===== src/ccrc_pkg.sv =====
// constants shared by the connector resistance classifier
// assumes one 200 MHz clock and an internal byte-wide register port behind the serial interface
package ccrc_pkg;
	localparam int CCRC_NUM_ACC = 5;
	localparam int CCRC_NUM_PU = 6;
	localparam int CCRC_NUM_PD = 7;
	localparam longint CCRC_CLK_HZ = 200000000;
	localparam longint CCRC_MOIST_PERIOD_S = 10;
	localparam logic [31:0] CCRC_MOIST_PERIOD_CYC = 32'(CCRC_MOIST_PERIOD_S * CCRC_CLK_HZ);
	// ==========================================================
	// register offsets
	localparam logic [7:0] CCRC_SB_CTRL_OFS = 8'h30;
	localparam logic [7:0] CCRC_MOIST_VTH_OFS = 8'h50;
	localparam logic [7:0] CCRC_MOIST_CTRL_OFS = 8'h51;
	localparam logic [7:0] CCRC_MOIST_PU_OFS = 8'h52;
	localparam logic [7:0] CCRC_MOIST_PD_OFS = 8'h53;
	localparam logic [7:0] CCRC_ACC_VMAX_OFS [CCRC_NUM_ACC] = '{8'h31, 8'h34, 8'h37, 8'h3B, 8'h3D};
	localparam logic [7:0] CCRC_ACC_VMIN_OFS [CCRC_NUM_ACC] = '{8'h32, 8'h35, 8'h38, 8'h3A, 8'h3E};
	localparam logic [7:0] CCRC_ACC_CODE_OFS [CCRC_NUM_ACC] = '{8'h33, 8'h36, 8'h39, 8'h3C, 8'h3F};
	// ==========================================================
	// reset values
	localparam logic [7:0] CCRC_ACC_VMAX_RST [CCRC_NUM_ACC] = '{8'hAE, 8'h74, 8'hD9, 8'h00, 8'h00};
	localparam logic [7:0] CCRC_ACC_VMIN_RST [CCRC_NUM_ACC] = '{8'h99, 8'h66, 8'hBF, 8'h00, 8'h00};
	localparam logic [1:0] CCRC_ACC_CODE_RST [CCRC_NUM_ACC] = '{2'h2, 2'h1, 2'h1, 2'h0, 2'h0};
	localparam logic [2:0] CCRC_SB_CTRL_RST = 3'h4;
	localparam logic [7:0] CCRC_MOIST_VTH_RST = 8'h66;
	localparam logic [4:0] CCRC_MOIST_CTRL_RST = 5'h1A;
	localparam logic [5:0] CCRC_MOIST_PU_RST = 6'h00;
	localparam logic [6:0] CCRC_MOIST_PD_RST = 7'h00;
	// ==========================================================
	// field positions
	localparam int CCRC_SB_MAN_BIT = 0;
	localparam int CCRC_SB_ONE_BIT = 1;
	localparam int CCRC_SB_CONT_BIT = 2;
	localparam int CCRC_MC_IPU_LSB = 0;
	localparam int CCRC_MC_MAN_BIT = 2;
	localparam int CCRC_MC_PER_BIT = 3;
	localparam int CCRC_MC_AUTO_BIT = 4;
	localparam int CCRC_PIN_CC1 = 0;
	localparam int CCRC_PIN_CC2 = 1;
	// ==========================================================
	// pull-up currents in microamps and adc clamp values
	localparam logic [7:0] CCRC_IPU_UA [4] = '{8'h02, 8'h08, 8'h20, 8'h80};
	localparam logic [7:0] CCRC_ADC_LOW = 8'h00;
	localparam logic [7:0] CCRC_ADC_HIGH = 8'hFF;
	typedef enum logic {CCRC_IDLE, CCRC_BUSY} ccrc_state_e;
endpackage : ccrc_pkg


===== src/ccrc_top.sv =====
// connector resistance classifier: sideband accessory classes and moisture measurement control
// assumes the serial decoder presents byte writes and reads on the register port, and an analog
// engine outside runs each measurement and pulses done with its outcome
`timescale 1ns/1ps
`default_nettype none
module ccrc_top
	import ccrc_pkg::*;
#(
	parameter logic [31:0] MOIST_PERIOD_CYCLES = CCRC_MOIST_PERIOD_CYC
)(
	input wire logic sys_clk,
	input wire logic rstn,
	input wire logic [7:0] reg_addr,
	input wire logic reg_wr,
	input wire logic reg_rd,
	input wire logic [7:0] reg_wdata,
	output logic [7:0] reg_rdata,
	input wire logic debug_acc_sink,
	input wire logic unattached,
	input wire logic sideband_manual_request,
	output logic sb_meas_start,
	input wire logic sb_meas_done,
	input wire logic [1:0] sbu1_ipu,
	input wire logic [7:0] sbu1_adc,
	input wire logic sbu1_abort,
	input wire logic sbu1_ground,
	input wire logic sbu1_open,
	input wire logic [1:0] sbu2_ipu,
	input wire logic [7:0] sbu2_adc,
	input wire logic sbu2_abort,
	input wire logic sbu2_ground,
	input wire logic sbu2_open,
	output logic [7:0] sbu1_final_adc,
	output logic [7:0] sbu2_final_adc,
	output logic [4:0] sbu1_acc_match,
	output logic [4:0] sbu2_acc_match,
	output logic moist_meas_start,
	input wire logic moist_meas_done,
	output logic [5:0] moist_pullup_en,
	output logic [6:0] moist_pulldown_en,
	output logic [14:0] moisture_resistance_threshold
);
	// ==========================================================
	// registers
	logic [7:0] acc_vmax [CCRC_NUM_ACC];
	logic [7:0] acc_vmin [CCRC_NUM_ACC];
	logic [1:0] acc_code [CCRC_NUM_ACC];
	logic [2:0] sideband_measure_control;
	logic [7:0] moisture_voltage_threshold;
	logic [4:0] moisture_control;
	logic [5:0] moisture_pullup_select;
	logic [6:0] moisture_pulldown_select;
	logic moist_clear_manual;

	genvar gi;
	generate
		for (gi = 0; gi < CCRC_NUM_ACC; gi++)
		begin : g_acc_regs
			always_ff @(posedge sys_clk or negedge rstn)
			begin
				if (!rstn)
				begin
					acc_vmax[gi] <= CCRC_ACC_VMAX_RST[gi];
					acc_vmin[gi] <= CCRC_ACC_VMIN_RST[gi];
					acc_code[gi] <= CCRC_ACC_CODE_RST[gi];
				end
				else if (reg_wr)
				begin
					if (reg_addr == CCRC_ACC_VMAX_OFS[gi])
						acc_vmax[gi] <= reg_wdata;
					if (reg_addr == CCRC_ACC_VMIN_OFS[gi])
						acc_vmin[gi] <= reg_wdata;
					if (reg_addr == CCRC_ACC_CODE_OFS[gi])
						acc_code[gi] <= reg_wdata[1:0];
				end
			end
		end
	endgenerate

	always_ff @(posedge sys_clk or negedge rstn)
	begin
		if (!rstn)
		begin
			sideband_measure_control <= CCRC_SB_CTRL_RST;
			moisture_voltage_threshold <= CCRC_MOIST_VTH_RST;
			moisture_pullup_select <= CCRC_MOIST_PU_RST;
			moisture_pulldown_select <= CCRC_MOIST_PD_RST;
		end
		else if (reg_wr)
		begin
			if (reg_addr == CCRC_SB_CTRL_OFS)
				sideband_measure_control <= reg_wdata[2:0];
			if (reg_addr == CCRC_MOIST_VTH_OFS)
				moisture_voltage_threshold <= reg_wdata;
			if (reg_addr == CCRC_MOIST_PU_OFS)
				moisture_pullup_select <= reg_wdata[5:0];
			if (reg_addr == CCRC_MOIST_PD_OFS)
				moisture_pulldown_select <= reg_wdata[6:0];
		end
	end

	// a software write in the same cycle as the hardware clear wins, so a fresh request is kept
	always_ff @(posedge sys_clk or negedge rstn)
	begin
		if (!rstn)
			moisture_control <= CCRC_MOIST_CTRL_RST;
		else if (reg_wr && reg_addr == CCRC_MOIST_CTRL_OFS)
			moisture_control <= reg_wdata[4:0];
		else if (moist_clear_manual)
			moisture_control[CCRC_MC_MAN_BIT] <= 1'b0;
	end

	logic [7:0] next_rdata;
	always_comb
	begin
		next_rdata = 8'h00;
		case (reg_addr)
			CCRC_SB_CTRL_OFS: next_rdata = {5'h00, sideband_measure_control};
			CCRC_MOIST_VTH_OFS: next_rdata = moisture_voltage_threshold;
			CCRC_MOIST_CTRL_OFS: next_rdata = {3'h0, moisture_control};
			CCRC_MOIST_PU_OFS: next_rdata = {2'h0, moisture_pullup_select};
			CCRC_MOIST_PD_OFS: next_rdata = {1'b0, moisture_pulldown_select};
			default: next_rdata = 8'h00;
		endcase
		for (int i = 0; i < CCRC_NUM_ACC; i++)
		begin
			if (reg_addr == CCRC_ACC_VMAX_OFS[i])
				next_rdata = acc_vmax[i];
			if (reg_addr == CCRC_ACC_VMIN_OFS[i])
				next_rdata = acc_vmin[i];
			if (reg_addr == CCRC_ACC_CODE_OFS[i])
				next_rdata = {6'h00, acc_code[i]};
		end
	end

	always_ff @(posedge sys_clk or negedge rstn)
	begin
		if (!rstn)
			reg_rdata <= 8'h00;
		else if (reg_rd)
			reg_rdata <= next_rdata;
	end

	// ==========================================================
	// sideband measurement launch
	wire logic sb_man_en = sideband_measure_control[CCRC_SB_MAN_BIT];
	wire logic sb_one_en = sideband_measure_control[CCRC_SB_ONE_BIT];
	wire logic sb_cont_en = sideband_measure_control[CCRC_SB_CONT_BIT];
	ccrc_state_e sb_state;
	logic sb_one_taken;
	logic sb_auto_go;
	logic sb_man_go;
	logic sb_go;

	assign sb_auto_go = debug_acc_sink && (sb_cont_en || (sb_one_en && !sb_one_taken));
	assign sb_man_go = sb_man_en && sideband_manual_request;
	assign sb_go = (sb_state == CCRC_IDLE) && (sb_auto_go || sb_man_go);

	always_ff @(posedge sys_clk or negedge rstn)
	begin
		if (!rstn)
		begin
			sb_state <= CCRC_IDLE;
			sb_meas_start <= 1'b0;
		end
		else
		begin
			sb_meas_start <= sb_go;
			case (sb_state)
				CCRC_IDLE: if (sb_go) sb_state <= CCRC_BUSY;
				CCRC_BUSY: if (sb_meas_done) sb_state <= CCRC_IDLE;
				default: sb_state <= CCRC_IDLE;
			endcase
		end
	end

	// one shot rearms when the sink mode ends or software rewrites the control register
	always_ff @(posedge sys_clk or negedge rstn)
	begin
		if (!rstn)
			sb_one_taken <= 1'b0;
		else if (!debug_acc_sink || (reg_wr && reg_addr == CCRC_SB_CTRL_OFS))
			sb_one_taken <= 1'b0;
		else if (sb_go && sb_one_en && !sb_cont_en && !sb_man_go)
			sb_one_taken <= 1'b1;
	end

	// ==========================================================
	// sideband results and class matching
	logic [1:0] pin_ipu [2];
	logic [7:0] pin_adc [2];
	logic [1:0] pin_zero;
	logic [1:0] pin_open;
	logic [7:0] final_adc [2];
	logic [4:0] acc_match [2];
	assign pin_ipu[0] = sbu1_ipu;
	assign pin_ipu[1] = sbu2_ipu;
	assign pin_adc[0] = sbu1_adc;
	assign pin_adc[1] = sbu2_adc;
	assign pin_zero = {sbu2_abort || sbu2_ground, sbu1_abort || sbu1_ground};
	assign pin_open = {sbu2_open, sbu1_open};

	generate
		for (gi = 0; gi < 2; gi++)
		begin : g_pin
			logic [7:0] next_final;
			assign next_final = pin_zero[gi] ? CCRC_ADC_LOW : (pin_open[gi] ? CCRC_ADC_HIGH : pin_adc[gi]);
			always_ff @(posedge sys_clk or negedge rstn)
			begin
				if (!rstn)
					final_adc[gi] <= CCRC_ADC_LOW;
				else if (sb_meas_done)
					final_adc[gi] <= next_final;
			end
			for (genvar ci = 0; ci < CCRC_NUM_ACC; ci++)
			begin : g_class
				always_ff @(posedge sys_clk or negedge rstn)
				begin
					if (!rstn)
						acc_match[gi][ci] <= 1'b0;
					else if (sb_meas_done)
						acc_match[gi][ci] <= (pin_ipu[gi] == acc_code[ci]) && (next_final >= acc_vmin[ci])
							&& (next_final <= acc_vmax[ci]);
				end
			end
		end
	endgenerate
	assign sbu1_final_adc = final_adc[0];
	assign sbu2_final_adc = final_adc[1];
	assign sbu1_acc_match = acc_match[0];
	assign sbu2_acc_match = acc_match[1];

	// ==========================================================
	// moisture scheduling
	wire logic mo_auto = moisture_control[CCRC_MC_AUTO_BIT];
	wire logic mo_per_en = moisture_control[CCRC_MC_PER_BIT];
	wire logic mo_man_en = moisture_control[CCRC_MC_MAN_BIT];
	wire logic [1:0] mo_ipu = moisture_control[CCRC_MC_IPU_LSB +: 2];
	ccrc_state_e mo_state;
	logic [31:0] mo_timer;
	logic mo_due;
	logic mo_by_manual;
	logic mo_use_cc2;
	logic mo_go;

	// the timer only runs while unattached, so an attach skips the pending period entirely
	always_ff @(posedge sys_clk or negedge rstn)
	begin
		if (!rstn)
		begin
			mo_timer <= 32'h0;
			mo_due <= 1'b0;
		end
		else if (!unattached || !mo_per_en)
		begin
			mo_timer <= 32'h0;
			mo_due <= 1'b0;
		end
		else if (mo_timer >= MOIST_PERIOD_CYCLES - 32'h1)
		begin
			mo_timer <= 32'h0;
			mo_due <= 1'b1;
		end
		else
		begin
			mo_timer <= mo_timer + 32'h1;
			if (mo_go)
				mo_due <= 1'b0;
		end
	end

	assign mo_go = (mo_state == CCRC_IDLE) && unattached && (mo_due || mo_man_en);
	assign moist_clear_manual = (mo_state == CCRC_BUSY) && moist_meas_done && mo_by_manual;

	always_ff @(posedge sys_clk or negedge rstn)
	begin
		if (!rstn)
		begin
			mo_state <= CCRC_IDLE;
			moist_meas_start <= 1'b0;
			mo_by_manual <= 1'b0;
			mo_use_cc2 <= 1'b0;
		end
		else
		begin
			moist_meas_start <= mo_go;
			case (mo_state)
				CCRC_IDLE:
					if (mo_go)
					begin
						mo_state <= CCRC_BUSY;
						mo_by_manual <= mo_man_en;
					end
				CCRC_BUSY:
					if (moist_meas_done)
					begin
						mo_state <= CCRC_IDLE;
						mo_use_cc2 <= !mo_use_cc2;
					end
				default: mo_state <= CCRC_IDLE;
			endcase
		end
	end

	// switch selection, refreshed every cycle from the current configuration
	logic [5:0] next_pu;
	logic [6:0] next_pd;
	always_comb
	begin
		next_pu = moisture_pullup_select;
		next_pd = moisture_pulldown_select;
		if (mo_auto)
		begin
			next_pu = '0;
			next_pu[mo_use_cc2 ? CCRC_PIN_CC2 : CCRC_PIN_CC1] = 1'b1;
			next_pd = ~{1'b0, next_pu};
		end
	end

	always_ff @(posedge sys_clk or negedge rstn)
	begin
		if (!rstn)
		begin
			moist_pullup_en <= '0;
			moist_pulldown_en <= '0;
			moisture_resistance_threshold <= '0;
		end
		else
		begin
			moist_pullup_en <= next_pu;
			moist_pulldown_en <= next_pd;
			// both factors widened first so the product is not cut to eight bits
			moisture_resistance_threshold <= 15'(CCRC_IPU_UA[mo_ipu]) * 15'(moisture_voltage_threshold);
		end
	end
endmodule : ccrc_top
`default_nettype wire


===== config.mk =====
export PLATFORM = sky130hd
export DESIGN_NAME = ccrc_top
export DESIGN_NICKNAME = d
export VERILOG_FILES = /design/src/ccrc_pkg.sv /design/src/ccrc_top.sv
export SDC_FILE = /design/constraint.sdc
export NUM_CORES = 1
export LEC_CHECK = 0
export BUFFER_PORTS_ARGS = -buffer_cell sky130_fd_sc_hd__buf_2
export CAP_MARGIN = 15
export CORE_MARGIN = 2
export CORE_UTILIZATION = 33
export CTS_BUF_LIST = sky130_fd_sc_hd__clkbuf_8
export DETAILED_ROUTE_END_ITERATION = 16
export PLACE_DENSITY = 0.59
export SYNTH_ARGS = -nofsm -noshare
export SYNTH_HDL_FRONTEND = slang
export SYNTH_SLANG_ARGS = --single-unit

===== constraint.sdc =====
create_clock -name sys_clk -period 5.95 [get_ports sys_clk]
set_input_delay 0.595 -clock sys_clk [delete_from_list [all_inputs] [get_ports sys_clk]]
set_output_delay 0.595 -clock sys_clk [all_outputs]
set_load 0.03 [all_outputs]

==> key figures, run 1 <==
Setup path
  – Critical R2R Capture: moisture_resistance_threshold[11]
  – R2R setup slack: 1.68 ns
  – FF-to-FF path depth: 15
  – Critical path arrival: 4.74 ns
  – Worst Path Required: 6.43 ns
  – Crit path launch type: flip-flop
  – CP max FO: 14
  – R2R Path Start: moisture_control[1]
  – Critical path class: flip-flop to flip-flop
  – CP endpoint kind: flip-flop

STA
  – Worst Skew: 0.03046 ns
  – Setup violations, final: 0
  – Worst slew pin tran: 1.091 ns
  – Final Hold Vio Count: 0
  – Tcrit/Tclk final: 71.70%
  – Min Hold Slack: 0.02641 ns
  – Max-slew headroom: 26.95%
  – Fin Setup TNS: 0 ns
  – Min Tclk post-route: 4.266 ns
  – Max-slew violations: 0
  – Fmax: 234.4 MHz
  – RSZ-0062 raised after global routing: no

Yosys
  – Async S/R FF share, synth: 100.0%
  – EDFF count, synth: 0
  – Register area share after synthesis: 37.17%
  – Synth top area cells: dfrtp_1 30%, ha_1 17%, mux2_2 7.4%
  – Synth cell types: 67
  – Syn avg cell area: 9.832 sq um
  – Synth area leader: dfrtp_1
  – Top_reg_cell synth: dfrtp_1
  – Seq cells post-synth: 220
  – Post-synth top area share: 30.14%
  – YS warnings: 0
  – Syn Inst Count: 1520
  – Mapped Area: 14940 sq um

Clock network
  – CTS tree: yes
  – # resized after CTS: 0
  – Clock sinks: 220
  – Worst-path clk slew: 0.06 ns
  – CTS Root Cell: clkbuf_8
  – Deepest clock path buffer count: 3
  – Hold_buf cts: 0
  – H-tree depth: 2
  – Post-CTS Setup Inserts: 0
  – Worst skew pair latency: 0.57 ns
  – TritonCTS buffer count: 41

Global route
  – All-Layer GR Usage: 19.67%
  – Gr ovfl total: 0
  – Largest net degree at the start of global routing: 99
  – First-pass GRT wire length: 71300 microns
  – Vias in the first global route: 12060
  – Antenna violations before repair: 1

Routing
  – Post-route ant nets: 0
  – Routed len/inst: 20.38 microns
  – Drt pass-1 iters: 8
  – DR vias/cell: 5.298
  – Vias: 11930
  – Final wirelength: 45890 microns
  – Drt drc: 0
  – Drt initial violations: 832

Floorplanning
  – Num rows: 77
  – Chip height: 216.8 microns
  – Initial Util: 33.65%
  – Die Wd: 216.8 microns
  – Core ar.: 44410 sq um
  – IO Pins: 115
  – Die area: 47000 sq um

Cells and area
  – Fillers: 4421
  – Area grow syn2layout: 13.03%
  – Layout Cells excl Fill: 2252
  – Layout cells sized above 1: 22.26%
  – Final #Nets: 1883

Placed design
  – Hpwl dp: 32810 microns
  – Global placer's final weighted congestion: 0.9204
  – Port bufs: 113
  – # placed instances: 2175

Worst hold path
  – HP Class: input port to async pin

Job
  – Number of max-cap violations: 0

Power
  – Lkg Pwr: 0.008136 uW
  – Total power: 3752 uW
  – Worst-case vdd ir drop: 136.2 uV
  – Power Density: 222.1 nW/um^2

Status
  – Outcome: completed
cells in the mapped netlist (14+ instances only):
master and number:
a211oi_1 22, a21o_1 24, a21oi_1 54, and2_1 34
and3_1 16, clkbuf_1 42, dfrtp_1 180, dfstp_2 40
ha_1 198, inv_1 105, mux2_2 98, nand2_1 103
nand2b_1 15, nand3_1 70, nor2_1 65, nor2_2 30
nor2b_1 37, o21a_1 34, o21ai_0 110, o22ai_1 14
o31ai_1 15, xnor2_1 37, xor2_1 22
worst max-delay path, stage by stage, from the launching register on:
cell and delay (ns):
dfstp_2 0.64, nor2b_1 0.40, and2_1 0.19, ha_1 0.22, ha_1 0.27, inv_1 0.05
fa_1 0.50, fa_1 0.54, inv_1 0.04, ha_1 0.32, a21o_1 0.17, a21oi_1 0.21
nor2b_1 0.07, o21ai_0 0.21, nor2b_1 0.20, xnor2_1 0.14
through the flow:
step | worst slack (ns) | util [%] | instance area [sq um]
2_1_floorplan | 2.123 | - | 14950
3_5_place_dp | 1.676 | 36.21 | 16080
3_3_place_gp | 1.755 | 36.21 | 16080
4_1_cts | 1.656 | 38.02 | 16890
5_1_grt | 1.320 | 38.02 | 16890
6_report | 1.684 | 38.03 | 16890
final cells by class:
type,count,area (sq um),area share [%]
clock inverters,28,155.1,0.9185
inverters,105,394.1,2.333
repair buffers,123,650.6,3.852
multi-input cells,1135,8743,51.76
well taps,592,740.7,4.385
clock buffers,47,646.9,3.830
diodes,2,5.005,0.02963
flip-flops and latches,220,5555,32.89
flip-flops by register name (all words and copies together), names as in the netlist, 3 cells and up:
name and flops:
acc_code 10, acc_vmax 40, sbu1_acc_match 5, reg_rdata 8
sideband_measure_control 3, moisture_resistance_threshold 14, moist_pullup_en 6, moisture_pullup_select 6
sbu1_final_adc 8, acc_vmin 40, moisture_pulldown_select 7, sbu2_acc_match 5
sbu2_final_adc 8, moist_pulldown_en 7, moisture_control 5, mo_timer 32
moisture_voltage_threshold 8
kinds of logic (layout without fill, tap and decap cells):
| logic type | Yosys count | after routing | share of synthesized area, % |
|---|---|---|---|
| flops | 220 | 220 | 37.17 |
| fa+ha+maj | 206 | 206 | 17.65 |
| other cells | 1 | 4 | 0.02509 |
| simple gates | 424 | 424 | 14.51 |
| compound gates | 338 | 338 | 14.49 |
| mux | 106 | 106 | 8.255 |
| buf+inv | 166 | 303 | 4.437 |
| xor+xnor | 59 | 59 | 3.458 |
metal layers:
layer | vias to the layer above | global-route usage [%] | routed length [microns]
met5 | - | 0 | 0
met4 | 0 | 8.288 | 1831
met3 | 115 | 3.131 | 2310
met2 | 345 | 32.91 | 22050
met1 | 5823 | 25.25 | 19700
li1 | 5648 | - | -
worst max path at each step:
stage	from	to	depth (start not counted)
floorplan	moisture_control[1]	moisture_resistance_threshold[14]	14
global placement	moisture_control[1]	moisture_resistance_threshold[14]	14
detailed placement	moisture_control[1]	moisture_resistance_threshold[11]	15
CTS	moisture_control[1]	moisture_resistance_threshold[11]	15
global route	moisture_control[1]	moisture_resistance_threshold[11]	15
finish	moisture_control[1]	moisture_resistance_threshold[11]	15
power breakdown:
| part | internal, uW | switching [uW] |
|---|---|---|
| registers | 1590 | 63.9 |
| logic | 233 | 414 |
| clock network | 769 | 683 |
cells in the final DEF, fill, tap and decap left out, types with 9 or more instances in the layout:
master and count:
o21ai_0 108, buf_2 112, nand3_1 70, nor3_1 12, xor2_1 22, inv_1 122
o22ai_1 14, a22oi_1 9, and3_1 16, o31ai_1 15, and2_1 34, a21oi_1 54
buf_4 10, nor2_1 65, nor4_1 13, nor2_2 30, nand4_1 10, o21a_1 34
dfstp_2 40, ha_1 198, mux2_2 98, nor2b_1 37, xnor2_1 37, a21o_1 24
a211o_1 11, nand2b_1 15, clkbuf_8 47, a211oi_1 22, dfrtp_1 180, nand2_1 103
(Power assumes the default switching activity.)
==> run 2, diff against run 1 <==
clock period = 4.3 ns   (was 5.95 ns; I/O delays follow)
==> run 2 against run 1 <==
  * Setup slack got worse by 1.4 ns
  * Combinational power is 40% higher
  * Fmax grew 6.4%
  * Count of clock-buffer cells in the layout grew 10
  * Critical endpoint is now moisture_resistance_threshold[14]
  * Highest routed layer unchanged
==> key figures, run 2 (synthesized netlist as in run 1, its figures left out) <==
STA
  – RSZ-0062 raised after global routing: no
  – Fin Setup TNS: 0 ns (unchanged)
  – Max-slew violations: 0 (unchanged)
  – Worst slew pin tran: 1.043 ns (-0.04829 ns)
  – Min Tclk post-route: 4.009 ns (-0.2574 ns)
  – Final Hold Vio Count: 0 (unchanged)
  – Worst Skew: 0.02730 ns (-0.003152 ns)
  – Tcrit/Tclk final: 93.22% (+22 points)
  – Max-slew headroom: 30.49% (+3.5 points)
  – Fmax: 249.5 MHz (+6.4%)
  – Setup violations, final: 0 (unchanged)

Power
  – Power Density: 314.2 nW/um^2 (+41%)
  – Sw frac: 29.86% (-1.1 points)
  – Worst-case vdd ir drop: 208.4 uV (+53%)
  – Internal power: 3758 uW (+45%)
  – Clock Power Share: 40.5% (+1.8 points)
  – Part of the power in combinational logic: 16.9% (-0.3 points)
  – Total power: 5358 uW (+43%)
  – Lkg Pwr: 0.008212 uW (+0.94%)
  – Net Sw Power: 1600 uW (+38%)
  – Flop pwr share: 42.6% (-1.4 points)

Routing
  – Final wirelength: 46020 microns (+0.27%)
  – Vias: 11990 (+0.46%)
  – Drt initial violations: 793 (-4.7%)
  – Post-route ant nets: 0 (unchanged)
  – DR vias/cell: 5.308 (+0.19%)
  – Routed len/inst: 20.38 microns (about the same)
  – Drt pass-1 iters: 5 (-3)
  – Drt drc: 0 (unchanged)

Floorplanning
  – Num rows: 77 (unchanged)
  – IO Pins: 115 (unchanged)
  – Chip height: 216.8 microns (unchanged)
  – Initial Util: 33.65% (unchanged)
  – Core ar.: 44410 sq um (unchanged)
  – Die Wd: 216.8 microns (unchanged)
  – Die area: 47000 sq um (unchanged)

Setup path
  – R2R setup slack: 0.29 ns (-1.39 ns)
  – Critical path arrival: 4.48 ns (-0.26 ns)
  – FF-to-FF path depth: 14 (-1)
  – R2R Path Start: moisture_control[1]
  – Crit path launch type: flip-flop
  – Critical R2R Capture: moisture_resistance_threshold[14]
  – CP endpoint kind: flip-flop
  – Worst Path Required: 4.78 ns (-1.65 ns)
  – CP max FO: 14 (unchanged)
  – Critical path class: flip-flop to flip-flop

Worst hold path
  – Hold-critical path depth: 2
  – Hold Crit Endpoint: mo_state
  – Hold Crit Start: moist_meas_done
  – HP Class: input port to flip-flop

Global route
  – Antenna violations before repair: 0 (-1)
  – Vias in the first global route: 12210 (+1.2%)
  – Largest net degree at the start of global routing: 110 (+11%)
  – First-pass GRT wire length: 71340 microns (about the same)
  – Gr ovfl total: 0 (unchanged)
  – All-Layer GR Usage: 19.71% (+0.040 points)

Cells and area
  – Highest-count cells in the layout ignoring fill and taps: 198 x ha_1, 180 x dfrtp_1, 114 x inv_1
  – Final instance area: 17050 sq um (+0.94%)
  – Largest regs: acc_vmax: 40 flops, acc_vmin: 40 flops, mo_timer: 32 flops
  – Layout Cells excl Fill: 2258 (+0.27%)
  – Layout cells sized above 1: 23.00% (+0.75 points)
  – Commonest non-fill, non-tap cell in the layout: ha_1
  – Final #Nets: 1893 (+0.53%)
  – Area grow syn2layout: 14.09%

Placed design
  – # placed instances: 2184 (+0.41%)
  – Hpwl dp: 32800 microns (about the same)
  – Port bufs: 113 (unchanged)
  – Global placer's final weighted congestion: 0.8954 (-2.7%)
  – Area after DPL: 16160 sq um (+0.50%)

Clock network
  – Post-CTS Setup Inserts: 0 (unchanged)
  – Clock sinks: 220 (unchanged)
  – H-tree depth: 2 (unchanged)
  – TritonCTS buffer count: 41 (unchanged)
  – CTS tree: yes
  – Deepest clock path buffer count: 3 (unchanged)
  – Worst skew pair latency: 0.57 ns (about the same)
  – CTS Root Cell: clkbuf_8
  – Worst-path clk slew: 0.06 ns (about the same)

Status
  – Outcome: completed

Job
  – Number of max-cap violations: 0 (unchanged)
[run 2: cell count changes in the layout (fill, tap and decap cells not counted), sizes merged]
| cell | before | now |
|---|---|---|
| clkbuf | 47 | 57 |
| buf | 123 | 132 |
| inv | 122 | 114 |
| clkinvlp | 3 | 0 |
| clkinv | 7 | 5 |
| diode | 2 | 1 |
| dlygate4sd3 | 0 | 1 |
[run 2: how the worst max path moves through the flow]
stage	startpoint	endpoint	slack, ns	cells past startpoint
floorplan	moisture_control[1]	moisture_resistance_threshold[14]	0.47	14
global placement	moisture_control[1]	moisture_resistance_threshold[14]	0.34	14
detailed placement	moisture_control[1]	moisture_resistance_threshold[13]	0.29	15
CTS	moisture_control[1]	moisture_resistance_threshold[11]	0.27	15
global route	moisture_control[1]	moisture_resistance_threshold[14]	0.06	14
finish	moisture_control[1]	moisture_resistance_threshold[14]	0.29	14
[run 2: worst max-delay path, cell delays in order, from the launching register on]
cell and delay (ns):
dfstp_2 0.64, nor2b_1 0.19, and2_1 0.14, ha_1 0.22, ha_1 0.28, inv_1 0.05
fa_1 0.51, fa_1 0.54, inv_1 0.04, ha_1 0.32, a21oi_1 0.26, o211ai_1 0.18
a31o_2 0.25, a21oi_1 0.16, xnor2_1 0.14
[run 2: cell type report]
class,count,area (sq um)
fillers,4354,27360
multi-input cells,1135,8743
flip-flops and latches,220,5555
clock buffers,57,784.5
repair buffers,133,740.7
well taps,592,740.7
inverters,105,394.1
clock inverters,15,88.84
diodes,1,2.502
[run 2: per-layer routing]
metal	global-route usage, %	share of wire [%]
met1	25.27	43
met5	0	0
met3	2.907	4.9
met2	33.01	48
met4	8.676	4.2
[run 2: power groups by stage]
stage / sequential [uW] / clock, uW / combinational (uW)
3_5_place_dp: 2320 / 0 / 902
4_1_cts: 2280 / 2220 / 908
2_1_floorplan: 2360 / 0 / 511
5_1_grt: 2300 / 2320 / 1010
3_3_place_gp: 2310 / 0 / 873
6_report: 2280 / 2170 / 906
[run 2: what timing repair did]
item                                    CTS  global route
hold buffers                              1             0
gates resized for setup                   0             1
endpoints found under the hold margin    17             0
endpoints found under the setup margin    0             2
[run 2: through the flow]
step | worst slack, ns | util, % | hold WS [ns]
finish | 0.2914 | 38.39 | 0.06999
global route | 0.06478 | 38.38 | 0.04857
CTS | 0.2656 | 38.38 | 0.03993
detailed placement | 0.2890 | 36.39 | 0.4708
global placement | 0.3435 | 36.39 | 0.4640
floorplan | 0.4730 | - | 0.1344
==> run 3, diff against run 2 <==
REMOVE_ABC_BUFFERS = 1   (was default)
clock period = 4.69 ns   (was 4.3 ns; I/O delays follow)
==> run 3 against run 2 <==
  * Register-to-register slack gained 0.20 ns
  * Global-route usage shrank 0.27 points
  * Combinational power is 9.7% lower
  * Clock power shrank 9.2%
  * Count of clock-buffer cells in the layout decreased by 8
  * Via count about the same
  * Setup slack improved by 0.20 ns
  * Worst hold slack improved by 0.063 ns
==> key figures, run 3 (synthesized netlist as in run 1, its figures left out) <==
Status
  – Outcome: completed

STA
  – Tcrit/Tclk final: 89.56% (-3.7 points)
  – Fmax: 238.1 MHz (-4.6%)
  – Fin Setup TNS: 0 ns (unchanged)
  – Final Hold Vio Count: 0 (unchanged)
  – Worst slew pin tran: 1.151 ns (+0.1085 ns)
  – Min Tclk post-route: 4.200 ns (+0.1917 ns)
  – Max-slew violations: 0 (unchanged)
  – Setup violations, final: 0 (unchanged)
  – RSZ-0062 raised after global routing: no
  – Max-slew headroom: 22.92% (-7.6 points)
  – Worst Skew: 0.03248 ns (+0.005179 ns)

Floorplanning
  – Chip height: 216.8 microns (unchanged)
  – Core ar.: 44410 sq um (unchanged)
  – Num rows: 77 (unchanged)
  – Die area: 47000 sq um (unchanged)
  – Die Wd: 216.8 microns (unchanged)
  – IO Pins: 115 (unchanged)
  – Initial Util: 33.65% (unchanged)

Clock network
  – Hold_buf cts: 1 (unchanged)
  – Worst-path clk slew: 0.06 ns (about the same)
  – Clock sinks: 220 (unchanged)
  – CTS tree: yes
  – CTS Root Cell: clkbuf_8
  – Worst skew pair latency: 0.58 ns (about the same)
  – Deepest clock path buffer count: 3 (unchanged)
  – H-tree depth: 2 (unchanged)
  – # resized after CTS: 0 (unchanged)
  – Post-CTS Setup Inserts: 0 (unchanged)
  – TritonCTS buffer count: 39 (-4.9%)

Power
  – Lkg Pwr: 0.008190 uW (-0.27%)
  – Clock Power Share: 40.3% (-0.2 points)
  – Internal power: 3424 uW (-8.9%)
  – Worst-case vdd ir drop: 185.6 uV (-11%)
  – Net Sw Power: 1457 uW (-8.9%)
  – Power Density: 287.1 nW/um^2 (-8.6%)
  – Total power: 4881 uW (-8.9%)
  – Sw frac: 29.85% (about the same)
  – Flop pwr share: 43.0% (+0.4 points)
  – Part of the power in combinational logic: 16.8% (about the same)

Routing
  – Drt pass-1 iters: 7 (+2)
  – DR vias/cell: 5.306 (about the same)
  – Drt initial violations: 819 (+3.3%)
  – Post-route ant nets: 0 (unchanged)
  – Routed len/inst: 20.12 microns (-1.3%)
  – Final wirelength: 45400 microns (-1.3%)
  – Vias: 11980 (-0.083%)
  – Drt drc: 0 (unchanged)

Cells and area
  – Largest regs: acc_vmax: 40 flops, acc_vmin: 40 flops, mo_timer: 32 flops
  – Final #Nets: 1888 (-0.26%)
  – Fillers: 4392 (+0.87%)
  – Commonest non-fill, non-tap cell in the layout: ha_1
  – Multi-input logic area: 8743 sq um (unchanged)
  – Layout cells sized above 1: 22.56% (-0.44 points)
  – Area grow syn2layout: 13.76%
  – Reg area: 5555 sq um (unchanged)
  – Highest-count cells in the layout ignoring fill and taps: 198 x ha_1, 180 x dfrtp_1, 119 x inv_1

Setup path
  – Critical path arrival: 4.70 ns (+0.22 ns)
  – Critical path class: flip-flop to flip-flop
  – CP max FO: 14 (unchanged)
  – Crit path launch type: flip-flop
  – FF-to-FF path depth: 14 (unchanged)
  – CP endpoint kind: flip-flop
  – Worst Path Required: 5.19 ns (+0.41 ns)

Global route
  – First-pass GRT wire length: 70700 microns (-0.89%)
  – Gr ovfl total: 0 (unchanged)
  – Antenna violations before repair: 4 (+4)
  – Largest net degree at the start of global routing: 109 (-0.91%)
  – Vias in the first global route: 12100 (-0.97%)
  – All-Layer GR Usage: 19.44% (-0.27 points)

Worst hold path
  – HP Class: input port to flip-flop
  – Hold-critical path depth: 2 (unchanged)

Placed design
  – Port bufs: 113 (unchanged)
  – Hpwl dp: 32930 microns (+0.41%)
  – Global placer's final weighted congestion: 0.8692 (-2.9%)

Job
  – Number of max-cap violations: 0 (unchanged)
==> run 3: routing by layer <==
| metal | track usage [%] | vias to the layer above | part of all wire (%) |
|---|---|---|---|
| li1 | - | 5664 | - |
| met1 | 24.62 | 5842 | 42 |
| met2 | 32.64 | 363 | 48 |
| met3 | 3.494 | 105 | 5.5 |
| met4 | 8.151 | 2 | 3.9 |
| met5 | 0 | - | 0.022 |
==> run 3: layout make-up <==
cell class,instances,share of cell area (%)
Timing Repair Buffer,130,4.151
Antenna cell,3,0.04416
Clock inverter,23,1.052
Inverter,105,2.318
Multi-Input combinational cell,1135,51.43
Sequential cell,220,32.68
Clock buffer,49,3.967
Tap cell,592,4.357
==> run 3: metrics by stage <==
stage | cells | worst slack (ns) | area (sq um) | hold WS [ns] | utilization (%)
global placement | 2181 | 0.5638 | 16130 | 0.4666 | 36.32
global route | 2256 | 0.1373 | 17000 | 0.1279 | 38.27
detailed placement | 2181 | 0.4798 | 16130 | 0.4752 | 36.32
CTS | 2254 | 0.4653 | 16990 | 0.1084 | 38.26
floorplan | 1460 | 0.7831 | 14680 | 0.1734 | -
finish | 2257 | 0.4897 | 17000 | 0.1327 | 38.28
==> run 3: power groups by stage <==
| stage | Sequential [uW] | Combinational (uW) | Clock, uW |
|---|---|---|---|
| 6_report | 2100 | 818 | 1970 |
| 3_3_place_gp | 2130 | 791 | 0 |
| 2_1_floorplan | 2170 | 429 | 0 |
| 5_1_grt | 2110 | 909 | 2100 |
| 3_5_place_dp | 2130 | 815 | 0 |
| 4_1_cts | 2100 | 820 | 2010 |
==> run 3: final timing paths <==
kind                                          start                                 to  slack, ns
worst max-delay path            moisture_control[0]  moisture_resistance_threshold[14]       0.49
worst min-delay path                moist_meas_done                           mo_state       0.13
worst max register to register  moisture_control[0]  moisture_resistance_threshold[14]       0.49
worst min register to register             sb_state                      sb_meas_start       0.48
max in group asynchronous                      rstn                moisture_control[3]       2.99
min in group asynchronous                      rstn                  sbu1_final_adc[7]       0.48
==> run 3: worst max-delay path: stages (launching register included) <==
cell and delay, ns:
dfrtp_1 0.56, nor2b_1 0.42, and2_1 0.19, ha_1 0.23
ha_1 0.28, inv_1 0.05, fa_1 0.51, fa_1 0.55
inv_1 0.04, ha_1 0.33, a21oi_1 0.25, o211ai_1 0.17
a31o_2 0.25, a21oi_1 0.16, xnor2_1 0.13
